==> config.mk <==
export PLATFORM = sky130hd
export DESIGN_NAME = fdc_compress
export DESIGN_NICKNAME = d
export VERILOG_FILES = /design/src/rtl/fdc_signature_analyser.v /design/src/rtl/fdc_compress.v
export VERILOG_INCLUDE_DIRS = /design/src /design/src/rtl
export SDC_FILE = /design/constraint.sdc
export NUM_CORES = 1
export LEC_CHECK = 0
export ABC_AREA = 1
export BUFFER_PORTS_ARGS = -buffer_cell sky130_fd_sc_hd__buf_2
export CORE_MARGIN = 5
export CORE_UTILIZATION = 60
export DETAILED_ROUTE_END_ITERATION = 8
export PLACE_DENSITY = 0.82
export SLEW_MARGIN = 20
export SYNTH_ARGS = -nofsm -noshare
export SYNTH_HDL_FRONTEND = slang
export SYNTH_HIERARCHICAL = 1
export SYNTH_SLANG_ARGS = --single-unit
==> constraint.sdc <==
create_clock -name core_clk -period 5.1 [get_ports core_clk]
set_input_delay 0.765 -clock core_clk [delete_from_list [all_inputs] [get_ports core_clk]]
set_output_delay 0.765 -clock core_clk [all_outputs]
set_load 0.01 [all_outputs]
==> src/rtl/fdc_map.vh <==
/*
  Constants for the flash data compress sequencer: command code, status
  write bit positions, timing overhead and signature analyser feedback.
  Assumes inclusion by bare name from the design files.
*/
`ifndef FDC_MAP_VH
`define FDC_MAP_VH

// Command register code of the compress operation
`define FDC_CMD_COMPRESS 8'h06

// Bit positions in a status register write
`define FDC_STAT_CMD_BUFFER_EMPTY_FLAG_BIT 7
`define FDC_STAT_ACCESS_ERROR_FLAG_BIT 4

// Fixed bus cycles added to twice the word count
`define FDC_OVERHEAD_CYCLES 18'h00012

// Word count used when the written count is zero (whole block)
`define FDC_FULL_BLOCK_WORDS 17'h10000

// Status flag values after reset
`define FDC_CMD_BUFFER_EMPTY_FLAG_RESET 1'b1
`define FDC_CMD_COMPLETE_FLAG_RESET 1'b1
`define FDC_ACCESS_ERROR_FLAG_RESET 1'b0

// Signature analyser feedback taps and reset value
`define FDC_SIGNATURE_ANALYSER_POLY 16'h1021
`define FDC_SIGNATURE_ANALYSER_RESET 16'h0000

`endif

==> src/rtl/fdc_signature_analyser.v <==
/*
  16-bit multiple-input signature register.
  Assumes the same clock and reset as the sequencer that drives it.
*/
`timescale 1ns/1ps
`default_nettype none
`include "fdc_map.vh"

module fdc_signature_analyser (
  // Clock and reset
  input wire core_clk,
  input wire rstn,
  // Control and data
  input wire clear,
  input wire shift_en,
  input wire [15:0] din,
  // Signature
  output reg [15:0] sig
);

  wire [15:0] next_sig;

  assign next_sig = {sig[14:0], 1'b0} ^ (sig[15] ? `FDC_SIGNATURE_ANALYSER_POLY : 16'h0000) ^ din;

  always @(posedge core_clk or negedge rstn) begin
    if (!rstn) begin
      sig <= `FDC_SIGNATURE_ANALYSER_RESET;
    end else if (clear) begin
      sig <= `FDC_SIGNATURE_ANALYSER_RESET;
    end else if (shift_en) begin
      sig <= next_sig;
    end
  end

endmodule // fdc_signature_analyser
`default_nettype wire

==> src/rtl/fdc_compress.v <==
/*
  Flash data compress command sequencer: takes the address/count write,
  the command code and the launch write, reads the selected words into a
  signature analyser and presents the signature with the complete flag.
  Assumes host strobes and flash read data come from logic on core_clk,
  and that flash_rd_data is valid in the cycle after flash_rd_en is high.
  One word is read on every second cycle of a run; the fixed overhead after
  the last read covers the read pipeline and the signature hand-over.
  The host is expected to wait for the complete flag and take the signature
  from flash_data_buffer before it starts the next sequence, since a new run
  overwrites it. Array, command and launch writes that arrive while a run is busy
  are refused and only set the access error flag.
*/
`timescale 1ns/1ps
`default_nettype none
`include "fdc_map.vh"

module fdc_compress (
  // Clock and reset
  input wire core_clk,
  input wire rstn,
  // Host write into the flash block: word address and data
  input wire array_wr,
  input wire [15:0] array_addr,
  input wire [15:0] array_wdata,
  // Host write to the command register
  input wire cmd_wr,
  input wire [7:0] command_register,
  // Host write to the status register (write one to act)
  input wire stat_wr,
  input wire [7:0] stat_wdata,
  // Configuration
  input wire [1:0] margin_read_select,
  input wire complete_irq_enable,
  // Flash array read port
  output reg flash_rd_en,
  output reg [15:0] flash_rd_addr,
  output reg [1:0] flash_rd_margin,
  input wire [15:0] flash_rd_data,
  // Status and result
  output reg cmd_buffer_empty_flag,
  output reg cmd_complete_flag,
  output reg access_error_flag,
  output reg [15:0] flash_data_buffer,
  output reg irq
);

  localparam [1:0] ST_IDLE = 2'd0;
  localparam [1:0] ST_ADDR = 2'd1;
  localparam [1:0] ST_CMD = 2'd2;
  localparam [1:0] ST_BUSY = 2'd3;

  reg [1:0] state;
  reg [15:0] start_addr;
  reg [16:0] word_count;
  reg [17:0] total_cycles;
  reg [17:0] elapsed;
  reg data_pend;
  reg signature_analyser_clear;
  reg [1:0] next_state;
  reg [15:0] next_start_addr;
  reg [16:0] next_word_count;
  reg [17:0] next_total_cycles;

  wire [15:0] signature;
  wire launch;
  wire launch_write;
  wire clear_error;
  wire busy;
  wire seq_attempt;
  wire bad_launch;
  wire done;
  wire issue_read;

  // Decoded host writes
  assign launch_write = stat_wr && stat_wdata[`FDC_STAT_CMD_BUFFER_EMPTY_FLAG_BIT];
  assign clear_error = stat_wr && stat_wdata[`FDC_STAT_ACCESS_ERROR_FLAG_BIT];
  assign busy = (state == ST_BUSY);
  assign launch = launch_write && (state == ST_CMD);
  // A launch outside a finished sequence, or any array, command or launch write while busy, is refused
  assign bad_launch = launch_write && (state != ST_CMD) && !busy;
  assign seq_attempt = busy && (array_wr || cmd_wr || launch_write);
  // Last cycle of a run; flags and signature update on the edge ending it
  assign done = busy && (elapsed == total_cycles - 18'h00001);
  // One read on every even count while words remain
  assign issue_read = busy && !elapsed[0] && (elapsed[17:1] < word_count);

  // Signature analyser, cleared one cycle after launch
  fdc_signature_analyser fdc_signature_analyser_inst (
    .core_clk(core_clk),
    .rstn(rstn),
    .clear(signature_analyser_clear),
    .shift_en(data_pend),
    .din(flash_rd_data),
    .sig(signature)
  );

  // Next state of the command write sequence
  always @* begin
    next_state = state;
    next_start_addr = start_addr;
    next_word_count = word_count;
    next_total_cycles = total_cycles;
    case (state)
      ST_IDLE: begin
        if (array_wr) begin
          next_start_addr = array_addr;
          next_word_count = (array_wdata == 16'h0000) ? `FDC_FULL_BLOCK_WORDS : {1'b0, array_wdata};
          next_state = ST_ADDR;
        end
      end
      ST_ADDR: begin
        if (cmd_wr) begin
          next_state = (command_register == `FDC_CMD_COMPRESS) ? ST_CMD : ST_IDLE;
        end else if (array_wr) begin
          next_state = ST_IDLE;
        end
      end
      ST_CMD: begin
        if (launch) begin
          next_state = ST_BUSY;
          next_total_cycles = {word_count, 1'b0} + `FDC_OVERHEAD_CYCLES;
        end else if (array_wr || cmd_wr) begin
          next_state = ST_IDLE;
        end
      end
      ST_BUSY: begin
        if (done) begin
          next_state = ST_IDLE;
        end
      end
      default: begin
        next_state = ST_IDLE;
      end
    endcase
  end

  // Command write sequence registers
  always @(posedge core_clk or negedge rstn) begin
    if (!rstn) begin
      state <= ST_IDLE;
      start_addr <= 16'h0000;
      word_count <= 17'h00000;
      total_cycles <= 18'h00000;
    end else begin
      state <= next_state;
      start_addr <= next_start_addr;
      word_count <= next_word_count;
      total_cycles <= next_total_cycles;
    end
  end

  // Cycle count and array reads
  always @(posedge core_clk or negedge rstn) begin
    if (!rstn) begin
      elapsed <= 18'h00000;
      flash_rd_en <= 1'b0;
      flash_rd_addr <= 16'h0000;
      flash_rd_margin <= 2'b00;
      data_pend <= 1'b0;
      signature_analyser_clear <= 1'b0;
    end else begin
      signature_analyser_clear <= launch;
      if (launch) begin
        elapsed <= 18'h00000;
      end else if (busy) begin
        elapsed <= elapsed + 18'h00001;
      end
      flash_rd_en <= issue_read;
      // 16-bit add wraps at the block end back to its first word
      flash_rd_addr <= start_addr + elapsed[16:1];
      flash_rd_margin <= busy ? margin_read_select : 2'b00;
      data_pend <= flash_rd_en;
    end
  end

  // Status flags, result and interrupt
  always @(posedge core_clk or negedge rstn) begin
    if (!rstn) begin
      cmd_buffer_empty_flag <= `FDC_CMD_BUFFER_EMPTY_FLAG_RESET;
      cmd_complete_flag <= `FDC_CMD_COMPLETE_FLAG_RESET;
      flash_data_buffer <= 16'h0000;
      irq <= 1'b0;
    end else begin
      if (launch) begin
        cmd_buffer_empty_flag <= 1'b0;
        cmd_complete_flag <= 1'b0;
      end else if (done) begin
        cmd_buffer_empty_flag <= 1'b1;
        cmd_complete_flag <= 1'b1;
        flash_data_buffer <= signature;
      end
      irq <= complete_irq_enable && (cmd_complete_flag || done);
    end
  end

  // Sticky access error flag; a set in the same cycle beats the write-one clear
  always @(posedge core_clk or negedge rstn) begin
    if (!rstn) begin
      access_error_flag <= `FDC_ACCESS_ERROR_FLAG_RESET;
    end else if (seq_attempt || bad_launch) begin
      access_error_flag <= 1'b1;
    end else if (clear_error) begin
      access_error_flag <= 1'b0;
    end
  end

endmodule // fdc_compress
`default_nettype wire

==> results of run 1 <==
[per-stage QoR]
stage               setup WS, ns  util (%)  instances
floorplan                   3.11         -        835
global placement            2.50      66.0       1074
detailed placement          2.44      66.0       1074
CTS                         2.42      70.9       1106
global route                2.20      70.9       1106
finish                      2.42      70.9       1106
[routing by layer]
metal  share of wire [%]  routed length, um  global-route usage [%]  vias up
li1                    -                  -                       -     2948
met1                  46               7120                    30.2     2722
met2                  48               7400                    37.7      165
met3                 5.5                854                    4.95       17
met4                 1.3                199                    6.37        0
met5                   0                  0                       0        -
[report_power, final]
group          total [mW]  switching (mW)  internal, mW
combinational        1.26           0.727         0.535
clock                1.15           0.427         0.720
sequential           1.48           0.224          1.26
total                3.89            1.38          2.52
[critical path: cells and delay by family, from the launching register on]
family,cells,cell delay (ns)
adders and majority gates,1,0.27
DFF,1,0.38
buffers and inverters,1,0.15
AOI/OAI and AO/OA,1,0.39
and+or+nand+nor,3,1.07
xor gates and xnor gates,2,0.31
[cell usage after synthesis, types with 3 or more instances]
cell type and number:
o21ai_2 24, dfrtp_1 125, inv_1 100, nor2_1 56
nor2_4 3, buf_4 3, o21ai_0 33, o22ai_2 3
o21ai_1 9, a21oi_1 41, nand2_2 15, xnor2_1 27
a21boi_0 3, o22ai_1 4, nand3_1 27, clkbuf_1 8
nand4_1 10, inv_2 6, nor2_2 10, nand2_1 196
nor3_1 8, nand3b_1 5, nor4_1 7, buf_6 4
xor2_1 23, mux2_2 17, o31ai_1 4, ha_1 34
[sequential cells by signal, indices dropped and copies added, names as in the netlist]
name / count
access_error_flag: 1
cmd_complete_flag: 1
data_pend: 1
elapsed: 18
fdc_signature_analyser_inst/sig: 16
flash_data_buffer: 16
flash_rd_addr: 16
flash_rd_en: 1
flash_rd_margin: 2
irq: 1
signature_analyser_clear: 1
start_addr: 16
state: 2
total_cycles: 17
word_count: 17
[layout make-up]
cell class / count / area share (%)
well taps: 147 / 2.19
inverters: 107 / 4.78
clock buffers: 23 / 5.81
multi-input cells: 586 / 42.1
clock inverters: 9 / 0.997
flip-flops and latches: 126 / 37.5
repair buffers: 108 / 6.58
[cell families (layout without fill, tap and decap cells)]
family | count (synthesis) | in the layout | synth area share, %
muxes | 19 | 19 | 2.94
DFF | 126 | 126 | 43.8
adders and majority gates | 35 | 35 | 6.19
xor gates and xnor gates | 51 | 51 | 6.31
AOI/OAI and AO/OA | 135 | 135 | 11.8
buffers and inverters | 123 | 247 | 7.00
and+or+nand+nor | 346 | 346 | 21.9
[worst max path at each step]
stage | endpoint | slack (ns) | cells after the start
detailed placement | irq | 2.44 | 8
global route | irq | 2.20 | 10
global placement | elapsed[10] | 2.50 | 7
floorplan | flash_rd_addr[13] | 3.11 | 9
finish | irq | 2.42 | 8
CTS | irq | 2.42 | 8
==> qor.yml, run 1 <==
clock_tree:
  post_cts_buffers: 0
  clock_path_buffers: 2
  numCtsBuffers: 17
  clkLatencyLatePin_ns: 0.41
  ctsRootBufferMaster: "clkbuf_16"
  clk_pin_slew_ns: 0.05
  cts_hold_buf: 0
  cts.repair.resized: 0
  cts_tree: "done"
  h-tree-depth: 4
  clock_sinks: 126
setup_path:
  r2r-start: "total_cycles[1]"
  critPathMaxFanout: 34
  critical_path_class: "reg2reg"
  start_kind: "register"
  worstRegToRegCells: 8
  required_ns: 5.41
  rrSetupSlack_ns: 2.42
  slowest_stage: "nand4_4"
  cp_slowest_stage_delay_ns: 0.62
  crit_chain: "inv_1 > ha_1 > xnor2_1 > xor2_1 > nand3_1 > nor3_4 > nand4_4 > a21boi_0"
  startpoint: "total_cycles[1]"
  worst_ep_arrival_time_ns: 2.99
  end_kind: "register"
  reg2reg_to: "irq"
sta:
  timing.setup.tns_ns: 0
  relSlewSlack_pct: 41.2
  skew_ns: 0.00742
  setup_violations: 0
  period_share_pct: 52.6
  tightestPinTransition_ns: 0.871
  finalMaxSlewViolations: 0
  fin_crit_ns: 2.68
  hold_viol: 0
  fmax_mhz: 373
  rsz0062_at_grt: "false"
  whs_ns: 0.229
cells_and_area:
  layout_commonest_cell: "nand2_1"
  layout_common_cells: "nand2_1, dfrtp_1, buf_2, inv_1, nor2_1"
  multiInputGateArea_um2: 3540
  fillers: 936
  syn2layout_area_growth_pct: 16.8
  drive_above_1_share_pct: 23.9
  nNetsFinal: 1053
  regArea_um2: 3150
  antennaDiodeCount: 0
  stdcell_area_um2: 8400
placement:
  gp_congestion: 0.883
  hpwlAfterDp_mm: 11.3
  io_buffers: 104
  postPlaceCellArea_um2: 7830
synth:
  syn_area_um2: 7200
  synthCells: 835
  synthArstFlopShare_pct: 100
  synth_edf_count: 0
  ys_top_cells_by_area: "dfrtp_1, nand2_1, ha_1"
  synth_nets: 942
  synthFlopType: "dfrtp_1"
  synth_top_area_share_pct: 43.5
  yosysUniqueCellTypes: 51
  ys_ff_latch: 126
  yosys_warnings: 6
  synth_top_cell_by_area: "dfrtp_1"
  ys_seq_area_share_pct: 43.8
  syn_avg_cell_area_um2: 8.62
global_route:
  grt_pass1_vias: 5600
  grt_pass1_wl_mm: 26.3
  gr-usage-all-layers_pct: 22.7
  grt-ovfl-total: 0
  grt_max_degree: 61
  antenna_found_initial: 0
route:
  viasPerCell: 5.29
  first_iter_violations: 515
  wirelength_mm: 15.6
  drtPass1Iterations: 5
  post_drt_wl_per_cell_um: 14.1
  drc: 0
  drtAntennaViolNets: 0
  num_vias: 5852
flow_run:
  cap_violations: 0
die:
  dieArea_um2: 14300
  fp.dieW_um: 120
  start_util_pct: 60.7
  rows: 40
  io_pins: 111
  core_um2: 11900
  die_h_um: 120
power:
  power_mw: 3.89
  worst_ir_drop_vdd_mv: 0.454
  p_per_area_nw_per_um2: 463
  leakage_nw: 4.40
outcome:
  status: "complete, no violations"
hold_path:
  min_path_type: "in2async"
Note: power is estimated with default switching activity, not from simulation.
==> run 2: changes to the inputs <==
ABC_AREA = 0   (was 1)
CORE_UTILIZATION = 52   (was 60)
PLACE_DENSITY = 0.75   (was 0.82)
clock period = 2.26 ns   (was 5.1 ns; I/O delays follow)
==> qor.yml, run 2 <==
die:
  start_util_pct: 52.7
  fp.dieW_um: 125
  rows: 42
  io_pins: 111
  core_um2: 13100
  dieArea_um2: 15700
  die_h_um: 125
clock_tree:
  h-tree-depth: 4
  numCtsBuffers: 17
  clock_sinks: 126
  clk_pin_slew_ns: 0.06
  clkLatencyLatePin_ns: 0.42
  cts_tree: "done"
  clock_path_buffers: 2
  ctsRootBufferMaster: "clkbuf_16"
cells_and_area:
  drive_above_1_share_pct: 31.2
  layout_common_cells: "dfrtp_1, nand2_1, buf_2, buf_4, xnor2_1"
  layout_commonest_cell: "dfrtp_1"
  antennaDiodeCount: 0
  syn2layout_area_growth_pct: 32.3
  largestRegisters: "elapsed (18), total_cycles (17), word_count (17)"
  fillers: 992
  nNetsFinal: 1010
  largest_reg_flops: 18
  top_register: "elapsed"
sta:
  skew_ns: 0.00658
  finalMaxSlewViolations: 0
  hold_viol: 0
  fin_crit_ns: 2.73
  relSlewSlack_pct: 50.0
  setup_violations: 20
  tightestPinTransition_ns: 0.747
  layout_setup_ws_ns: -0.470
  whs_ns: 0.109
  rsz0062_at_grt: "true"
  fmax_mhz: 366
  period_share_pct: 121
setup_path:
  r2r-start: "total_cycles[6]"
  required_ns: 2.56
  worst_ep_arrival_time_ns: 3.03
  critPathMaxFanout: 6
  critical_path_class: "reg2reg"
  end_kind: "register"
  start_kind: "register"
  startpoint: "total_cycles[6]"
power:
  power_mw: 6.08
  sw_frac_of_total_pct: 22.1
  p_seq_share_pct: 42.5
  switchingPower_mw: 1.34
  p_per_area_nw_per_um2: 664
  cell_internal_pwr_mw: 4.74
  clockPowerShare_pct: 49.0
  pwr-share-comb_pct: 8.6
  worst_ir_drop_vdd_mv: 0.476
  leakage_nw: 4.67
route:
  first_iter_violations: 384
  post_drt_wl_per_cell_um: 17.3
  drtPass1Iterations: 5
  drtAntennaViolNets: 0
  viasPerCell: 5.59
  num_vias: 6100
  wirelength_mm: 18.9
  drc: 0
synth:
  yosysUniqueCellTypes: 66
  synthFlopType: "dfrtp_1"
  yosys-top-cells-count: "dfrtp_1, nand2_1, o21ai_0, xnor2_1, nor2_1"
  synth.most_common_cell: "dfrtp_1"
  synth_xor_area_share_pct: 8.58
  synth-compound-area-share_pct: 12.4
  ys_top_cells_by_area: "dfrtp_1, nand2_1, xnor2_1"
  synth_nets: 823
  synthArstFlopShare_pct: 100
  ys_seq_area_share_pct: 45.5
  synth_top_family_by_area: "simple AND/OR/NAND/NOR gates"
  syn_avg_cell_area_um2: 9.67
  yosys.area_share.simple_pct: 18.6
  synthAdderAreaFrac_pct: 6.43
  synthCells: 716
  synth_top_area_share_pct: 45.2
  synth_edf_count: 0
  synth_top_cell_by_area: "dfrtp_1"
  syn_area_um2: 6930
  muxShareOfSynthArea_pct: 4.64
  yosys_warnings: 6
  ys_ff_latch: 126
placement:
  io_buffers: 104
  hpwlAfterDp_mm: 13.3
  gp_congestion: 0.904
outcome:
  status: "finished, violations left"
  failed_checks: "setup timing"
flow_run:
  cap_violations: 0
global_route:
  grt_max_degree: 53
  gr-usage-all-layers_pct: 24.5
  grt_pass1_wl_mm: 31.4
  antenna_found_initial: 0
  grt-ovfl-total: 0
  grt_pass1_vias: 6299
hold_path:
  hp-start: "array_addr[11]"
  min_path_type: "in2reg"
[run 2: changes by cell type after synthesis, sizes merged, moves of 10 or more]
cell and delta:
xnor2 +24, a21o +10, inv -78, o21ai -13, nand2 -93, nor2 -27, xor2 -13, a21oi -21
a211oi +13, clkbuf +12
[run 2: path summary, 6_finish.rpt]
check	end	slack [ns]	depth (start not counted)
min reg2reg	data_pend	0.40	0
min in group asynchronous	start_addr[3]	0.45	2
max	flash_data_buffer[3]	-0.47	8
max in group asynchronous	word_count[12]	1.17	3
min	start_addr[11]	0.11	3
max reg2reg	flash_data_buffer[3]	-0.47	8
[run 2: power by group through the flow]
stage	combinational, mW	sequential [mW]	clock [mW]
after detailed placement	0.513	2.60	0
final	0.522	2.58	2.98
after global placement	0.484	2.60	0
after CTS	0.521	2.57	3.02
after global routing	0.577	2.61	3.13
after floorplan	0.343	2.56	0
[run 2: routing by layer]
metal  wire length, um  vias to the layer above  global-route usage (%)
li1                  -                     2884                       -
met1              8010                     2946                    31.5
met2              9200                      221                    40.6
met3              1090                       49                    5.50
met4               566                        0                    9.69
met5                 0                        -                       0
[run 2: cell families (layout without fill, tap and decap cells)]
| family | count (synthesis) | count (layout) |
|---|---|---|
| simple gates | 271 | 271 |
| buf+inv | 57 | 257 |
| xor+xnor | 64 | 64 |
| fa+ha+maj | 35 | 35 |
| flops | 126 | 126 |
| mux | 27 | 27 |
| compound gates | 136 | 136 |
[run 2: area by class of cell]
cell class                      count  area (um^2)  share of cell area (%)
Sequential cell                   126         3150                    34.4
Inverter                           29          111                    1.22
Multi-Input combinational cell    533         3730                    40.7
Clock inverter                     11          188                    2.05
Timing Repair Buffer              196         1300                    14.2
Tap cell                          176          220                    2.40
Clock buffer                       21          460                    5.03
[run 2: worst max-delay path, stage by stage, from the launching register on]
cell and delay, ns:
dfrtp_1 0.42, nor3_2 0.41, nand4_1 0.17, a211oi_1 0.28, o32ai_1 0.13, or4b_4 0.57
nor2_8 0.15, clkbuf_16 0.17, mux2_4 0.30
[run 2: what timing repair did]
action                                  4_1_cts  5_1_grt
gates resized for setup                      29       17
pin swaps                                    15       19
setup buffers                                 8        3
hold buffers                                  1        0
endpoints found under the setup margin       27       24
endpoints found under the hold margin        35        0
gates cloned                                  0        1
[run 2: per-stage QoR]
step | TNS (ns) | area (um^2) | cells | utilization, % | worst slack (ns)
3_5_place_dp | -14.25 | 8190 | 1048 | 62.3 | -0.778
2_1_floorplan | -8.97 | 6980 | 716 | - | -0.561
5_1_grt | -10.67 | 9160 | 1092 | 69.7 | -0.580
6_report | -8.02 | 9160 | 1092 | 69.7 | -0.470
4_1_cts | -7.50 | 9040 | 1089 | 68.8 | -0.460
3_3_place_gp | -12.87 | 8190 | 1048 | 62.3 | -0.702
